**config.mk**
```make
export PLATFORM = sky130hd
export DESIGN_NAME = asrc_host
export DESIGN_NICKNAME = d
export VERILOG_FILES = /design/src/asrc_cnt.v /design/src/asrc_host.v
export VERILOG_INCLUDE_DIRS = /design/src /design/src/src
export SDC_FILE = /design/constraint.sdc
export NUM_CORES = 1
export LEC_CHECK = 0
export BUFFER_PORTS_ARGS = -buffer_cell sky130_fd_sc_hd__buf_2
export CORE_MARGIN = 2
export CORE_UTILIZATION = 52
export CTS_CLUSTER_SIZE = 40
export DETAILED_ROUTE_END_ITERATION = 16
export PLACE_DENSITY = 0.79
export SLEW_MARGIN = 20
export SYNTH_ARGS = -nofsm -noshare
export SYNTH_HDL_FRONTEND = slang
export SYNTH_SLANG_ARGS = --single-unit
```
**constraint.sdc**
```tcl
create_clock -name CLK -period 5.5 [get_ports CLK]
set_clock_uncertainty 0.15 [all_clocks]
set_input_delay 1.1 -clock CLK [delete_from_list [all_inputs] [get_ports CLK]]
set_output_delay 1.1 -clock CLK [all_outputs]
set_load 0.1 [all_outputs]
```
**src/asrc_regs.vh**
```
// timing constants and geometry for the async sram host controller
// assumes a 200 MHz controller clock and one 32k x 8 static ram outside
`ifndef ASRC_REGS_VH
`define ASRC_REGS_VH
`define ASRC_ADDR_W 15
`define ASRC_DATA_W 8
`define ASRC_CLK_PS 5000
// times in ns as printed
`define ASRC_T_ADDR_ACCESS_NS 40
`define ASRC_T_SEL_ACCESS_NS 40
`define ASRC_T_OE_ACCESS_NS 15
`define ASRC_T_MIN_CYCLE_NS 40
`define ASRC_T_WR_PULSE_NS 35
`define ASRC_T_SEL_TO_END_NS 35
`define ASRC_T_WR_FLOAT_NS 15
`define ASRC_T_OE_FLOAT_NS 15
`define ASRC_T_DATA_SETUP_NS 35
`define ASRC_T_WR_DISABLE_NS 5
// least times rounded up to cycles
`define ASRC_CYC(ns) (((ns) * 1000 + `ASRC_CLK_PS - 1) / `ASRC_CLK_PS)
`define ASRC_RD_CYC `ASRC_CYC(`ASRC_T_ADDR_ACCESS_NS)
`define ASRC_WR_CYC `ASRC_CYC(`ASRC_T_WR_PULSE_NS)
`define ASRC_FLT_CYC `ASRC_CYC(`ASRC_T_OE_FLOAT_NS)
`define ASRC_REC_CYC `ASRC_CYC(`ASRC_T_WR_DISABLE_NS)
`endif

```
**src/asrc_cnt.v**
```verilog
// down counter timing the phases of one ram access
// assumes load and enable come from logic on the same clock
`timescale 1ns/1ps
module asrc_cnt (
   input  wire       clk,
   input  wire       nrst,
   input  wire       ce,
   input  wire       load,
   input  wire [3:0] load_val,
   output reg        done_q
);
   reg [3:0] cnt_q;
   // load then count to zero
   always @(posedge clk or negedge nrst) begin
      if (!nrst) begin
         cnt_q  <= 4'h0;
         done_q <= 1'b1;
      end else if (ce) begin
         if (load) begin
            cnt_q  <= load_val;
            done_q <= (load_val == 4'h0);
         end else if (cnt_q != 4'h0) begin
            cnt_q  <= cnt_q - 4'h1;
            done_q <= (cnt_q == 4'h1);
         end
      end
   end
endmodule

```
**src/asrc_host.v**
```verilog
// host controller driving a 32k x 8 asynchronous static ram
// assumes one 200 MHz clock; ram data pins come back asynchronously
`timescale 1ns/1ps
`include "asrc_regs.vh"
module asrc_host (
   input  wire        CLK,
   input  wire        NRST,
   input  wire        CE,
   input  wire        REQ_VALID,
   input  wire        REQ_WRITE,
   input  wire [14:0] REQ_ADDR,
   input  wire [7:0]  REQ_WDATA,
   output reg         REQ_READY,
   output reg         RSP_VALID,
   output reg  [7:0]  RSP_RDATA,
   output reg  [14:0] MEM_ADDR,
   output reg         MEM_CHIP_SELECT_N,
   output reg         MEM_WRITE_STROBE_N,
   output reg         MEM_OUTPUT_ENABLE_N,
   input  wire [7:0]  MEM_DATA_I,
   output reg  [7:0]  MEM_DATA_O,
   output reg         MEM_DATA_OE
);
   localparam [2:0] ST_IDLE  = 3'h0;
   localparam [2:0] ST_RD    = 3'h1;
   localparam [2:0] ST_RSYNC = 3'h2;
   localparam [2:0] ST_WFLT  = 3'h3;
   localparam [2:0] ST_WR    = 3'h4;
   localparam [2:0] ST_REC   = 3'h5;
   // cycle counts worked out wide, then cut to the timer width
   localparam integer RD_CYC_N  = `ASRC_RD_CYC;
   localparam integer WR_CYC_N  = `ASRC_WR_CYC;
   localparam integer FLT_CYC_N = `ASRC_FLT_CYC;
   localparam integer REC_CYC_N = `ASRC_REC_CYC;
   localparam [3:0] RD_CYC   = RD_CYC_N[3:0];
   localparam [3:0] WR_CYC   = WR_CYC_N[3:0];
   localparam [3:0] FLT_CYC  = FLT_CYC_N[3:0];
   localparam [3:0] REC_CYC  = REC_CYC_N[3:0];

   reg  [2:0] state_q;
   reg  [2:0] state_d;
   reg        load;
   reg  [3:0] load_val;
   wire       done;
   reg  [7:0] sync1_q;
   reg  [7:0] sync2_q;
   reg        sync_wait_q;
   wire       take;

   // a request counts only while ready is shown
   assign take = (state_q == ST_IDLE) && REQ_VALID && REQ_READY;

   asrc_cnt u_cnt (
      .clk      (CLK),
      .nrst     (NRST),
      .ce       (CE),
      .load     (load),
      .load_val (load_val),
      .done_q   (done)
   );

   // two-stage capture of ram data pins
   always @(posedge CLK or negedge NRST) begin
      if (!NRST) begin
         sync1_q <= 8'h00;
         sync2_q <= 8'h00;
      end else if (CE) begin
         sync1_q <= MEM_DATA_I;
         sync2_q <= sync1_q;
      end
   end

   // next state and phase timer loads
   always @* begin
      state_d  = state_q;
      load     = 1'b0;
      load_val = 4'h0;
      case (state_q)
         ST_IDLE: begin
            if (take) begin
               load = 1'b1;
               if (REQ_WRITE) begin
                  state_d  = ST_WFLT;
                  load_val = FLT_CYC;
               end else begin
                  state_d  = ST_RD;
                  load_val = RD_CYC;
               end
            end
         end
         ST_RD: begin
            if (done) begin
               state_d = ST_RSYNC;
            end
         end
         ST_RSYNC: begin
            if (sync_wait_q) begin
               state_d  = ST_REC;
               load     = 1'b1;
               load_val = FLT_CYC;
            end
         end
         ST_WFLT: begin
            if (done) begin
               state_d  = ST_WR;
               load     = 1'b1;
               load_val = WR_CYC;
            end
         end
         ST_WR: begin
            if (done) begin
               state_d  = ST_REC;
               load     = 1'b1;
               load_val = REC_CYC;
            end
         end
         ST_REC: begin
            if (done) begin
               state_d = ST_IDLE;
            end
         end
         default: begin
            state_d = ST_IDLE;
         end
      endcase
   end

   // pins and handshake, all from flip-flops
   always @(posedge CLK or negedge NRST) begin
      if (!NRST) begin
         state_q             <= ST_IDLE;
         sync_wait_q         <= 1'b0;
         REQ_READY           <= 1'b0;
         RSP_VALID           <= 1'b0;
         RSP_RDATA           <= 8'h00;
         MEM_ADDR            <= 15'h0000;
         MEM_CHIP_SELECT_N   <= 1'b1;
         MEM_WRITE_STROBE_N  <= 1'b1;
         MEM_OUTPUT_ENABLE_N <= 1'b1;
         MEM_DATA_O          <= 8'h00;
         MEM_DATA_OE         <= 1'b0;
      end else if (CE) begin
         state_q   <= state_d;
         RSP_VALID <= 1'b0;
         REQ_READY <= (state_d == ST_IDLE) && !take;
         case (state_q)
            ST_IDLE: begin
               if (take) begin
                  MEM_ADDR          <= REQ_ADDR;
                  MEM_CHIP_SELECT_N <= 1'b0;
                  REQ_READY         <= 1'b0;
                  if (REQ_WRITE) begin
                     MEM_DATA_O          <= REQ_WDATA;
                     MEM_WRITE_STROBE_N  <= 1'b0;
                     MEM_OUTPUT_ENABLE_N <= 1'b1;
                  end else begin
                     MEM_WRITE_STROBE_N  <= 1'b1;
                     MEM_OUTPUT_ENABLE_N <= 1'b0;
                  end
               end
            end
            ST_RD: begin
               // address, enable and strobe held; wait for the access timer
               sync_wait_q <= 1'b0;
               if (done) begin
                  sync_wait_q <= 1'b0;
               end
            end
            ST_RSYNC: begin
               // data sampled two edges after access delay
               sync_wait_q <= 1'b1;
               if (sync_wait_q) begin
                  RSP_RDATA           <= sync2_q;
                  RSP_VALID           <= 1'b1;
                  MEM_OUTPUT_ENABLE_N <= 1'b1;
                  MEM_CHIP_SELECT_N   <= 1'b1;
                  sync_wait_q         <= 1'b0;
               end
            end
            ST_WFLT: begin
               if (done) begin
                  MEM_DATA_OE <= 1'b1;
               end
            end
            ST_WR: begin
               if (done) begin
                  MEM_WRITE_STROBE_N <= 1'b1;
                  MEM_CHIP_SELECT_N  <= 1'b1;
                  RSP_VALID          <= 1'b1;
               end
            end
            ST_REC: begin
               MEM_DATA_OE <= 1'b0;
            end
            default: begin
               MEM_CHIP_SELECT_N <= 1'b1;
            end
         endcase
      end
   end
endmodule

```
==> impl_metrics.yaml <==
job:
  max-cap-violations: 0
cts:
  cts_buffers: 9
  cts_tree: "built"
  root_buffer: "clkbuf_8"
  clk_path_buf_depth: 2
  ctsResizeCount: 0
  holdBufCountCts: 0
  h-tree-depth: 3
  clkLatencyLatePin_ns: 0.34
  clkSinkCount: 62
  clk_pin_slew_worst_paths_ns: 0.07
  post-cts-setup-buffers: 0
setup_path:
  critical_path_class: "input pin to register"
  reg2reg_depth: 4
  slowest_stage: "buf_2"
  cp-start-kind: "input pin"
  cp.depth: 5
  crit_family: "simple AND/OR/NAND/NOR gates"
  reg2reg_slack_ns: 3.17
  worstPathMaxFanout: 31
  regToRegStartpoint: "state_q[1]$_DFFE_PN0P_"
  max_stage_delay_ns: 0.50
  cp.required_ns: 5.57
  r2r_end: "u_cnt.cnt_q[1]$_DFFE_PN0P_"
  arrival_ns: 2.64
  cp-end-kind: "register"
  path_buf_inv: 1
  path_cells: "buf_2 > nor2b_1 > and2_4 > nand2_8 > mux2_4"
logic_synthesis:
  async_reset_ff_frac: 1.00
  ys_types: 48
  ys_warn_count: 0
  synth_area_per_cell_um2: 13.2
  synth.net_count: 252
  syn_inst: 213
  syn_area_um2: 2820
  seq_area_frac_synth: 0.552
  synth_edf_count: 0
  ys_seq_elements: 62
  ys.flop_type: "dfrtp_1"
sta:
  drv_slew: 0
  finalCritPeriodShare: 0.466
  min_period_ns: 2.56
  finalSetupTns_ns: 0
  fmax_mhz: 390
  rsz0062_at_grt: "no"
  tightest_slew_ns: 0.755
  setup_violations: 0
  hold_violations: 0
  slew-limit-headroom: 0.497
placed_design:
  dp_hpwl_um: 3620
  place_congestion: 0.870
  port_buffers: 72
die:
  die_x_um: 77.6
  initial_core_util: 0.545
  io_pins: 73
  fp-row-count: 26
  die-height_um: 77.6
  die_area_um2: 6030
  core-area_um2: 5170
hold_path:
  hold_start: "MEM_ADDR[1]$_DFFE_PN0P_"
  hold_depth: 1
  hold_path.class: "register to register"
  holdPathEnd: "MEM_ADDR[1]$_DFFE_PN0P_"
outcome:
  status: "finished clean"
detailed_routing:
  dr.first_iter.drc_count: 103
  firstDrtPassIters: 4
  vias_per_cell: 5.29
  routed_wl_um: 5340
  drc: 0
  num_vias: 1903
  antenna_left: 0
  wl_per_cell_um: 14.8
cells_and_area:
  multi_input_area_um2: 1160
  drive_gt1_frac: 0.490
  synthToLayoutAreaGrowth_pct: 21.3
  insertedDiodeCount: 0
  fillCellCount: 411
  nets: 324
  seqCellArea_um2: 1560
global_routing:
  grt_pass1_wl_um: 9090
  overflow: 0
  grt_usage: 0.194
  grt_pass1_vias: 1936
  grt_antenna_before_repair: 0
  grt_max_degree: 63
[cell families (layout without fill, tap and decap cells)]
group,count (synthesis),in the layout,share of synthesized area
buffers and inverters,19,96,0.0364
flip-flops,62,62,0.552
AND/OR/NAND/NOR,39,39,0.0870
multiplexers,51,51,0.215
XOR/XNOR,1,1,0.00311
AO/OA/AOI/OAI,38,38,0.0936
adder cells (fa/ha/maj),3,3,0.0133
[worst max-delay path by stage]
stage / from / to
after floorplan: REQ_VALID / MEM_ADDR[0]$_DFFE_PN0P_
after global placement: CE / MEM_DATA_O[1]$_DFFE_PN0P_
after detailed placement: CE / MEM_DATA_O[5]$_DFFE_PN0P_
after CTS: MEM_WRITE_STROBE_N$_DFFE_PN1P_ / MEM_WRITE_STROBE_N
after global routing: CE / MEM_DATA_O[2]$_DFFE_PN0P_
final: CE / MEM_DATA_O[0]$_DFFE_PN0P_
[layout by cell type, fill, tap and decap left out, types with 2 or more instances in the layout]
cell        count
inv_1           6
a31o_2          2
bufinv_16       2
o22ai_1         2
mux2_4          9
nor3b_1         2
mux2i_1         2
nand2_1         5
mux2_1          9
dfstp_2         4
buf_2          72
a22o_1          3
mux2_2         31
nand3_1         6
clkinvlp_4      2
ha_1            3
a31oi_1         4
o21ai_0         6
a21oi_1         9
clkbuf_8        9
o211ai_1        2
and2_1          2
nor2_1         11
dfrtp_1        58
[cell usage after synthesis, drive strengths merged, types with 3 or more instances]
| library cell | number | area [um2] |
|---|---|---|
| a21oi | 9 | 45.0 |
| a22o | 3 | 26.3 |
| a31oi | 4 | 25.0 |
| and2 | 3 | 21.3 |
| buf | 10 | 68.8 |
| dfrtp | 58 | 1450 |
| dfstp | 4 | 105 |
| ha | 3 | 37.5 |
| inv | 6 | 22.5 |
| mux2 | 49 | 586 |
| nand2 | 6 | 38.8 |
| nand3 | 7 | 40.0 |
| nor2 | 11 | 41.3 |
| o21ai | 6 | 30.0 |
[per-stage QoR]
stage	instances	worst slack (ns)	area [um2]	utilization	hold slack (ns)
floorplan	213	3.15	2820	-	0.325
global placement	344	2.62	3200	0.619	0.316
detailed placement	344	2.55	3200	0.619	0.320
CTS	360	2.93	3420	0.661	0.340
global route	360	2.84	3420	0.661	0.356
finish	360	2.94	3420	0.661	0.336
[final cells by class]
class                   count  share of cell area
flip-flops and latches     62               0.455
well taps                  70              0.0256
multi-input cells         132               0.339
clock inverters             7              0.0285
repair buffers             73               0.108
inverters                   7             0.00768
clock buffers               9              0.0362
[layer usage]
| layer | wire length [um] | up-vias | global-route usage |
|---|---|---|---|
| met5 | 0 | - | 0 |
| met1 | 2440 | 930 | 0.257 |
| met2 | 2550 | 51 | 0.302 |
| met3 | 318 | 6 | 0.0651 |
| met4 | 36 | 0 | 0.0643 |
| li1 | - | 916 | - |
[sequential cells by signal, summed over array words and instances, names as in the netlist, 3 cells and up]
name and count:
sync1_q 8, state_q 3, RSP_RDATA 8, MEM_ADDR 15
MEM_DATA_O 8, sync2_q 8, u_cnt.cnt_q 4
Power is left out: the tool's default activity adds up to more than one toggle a clock period on the data nets, which glitch-free logic cannot reach.
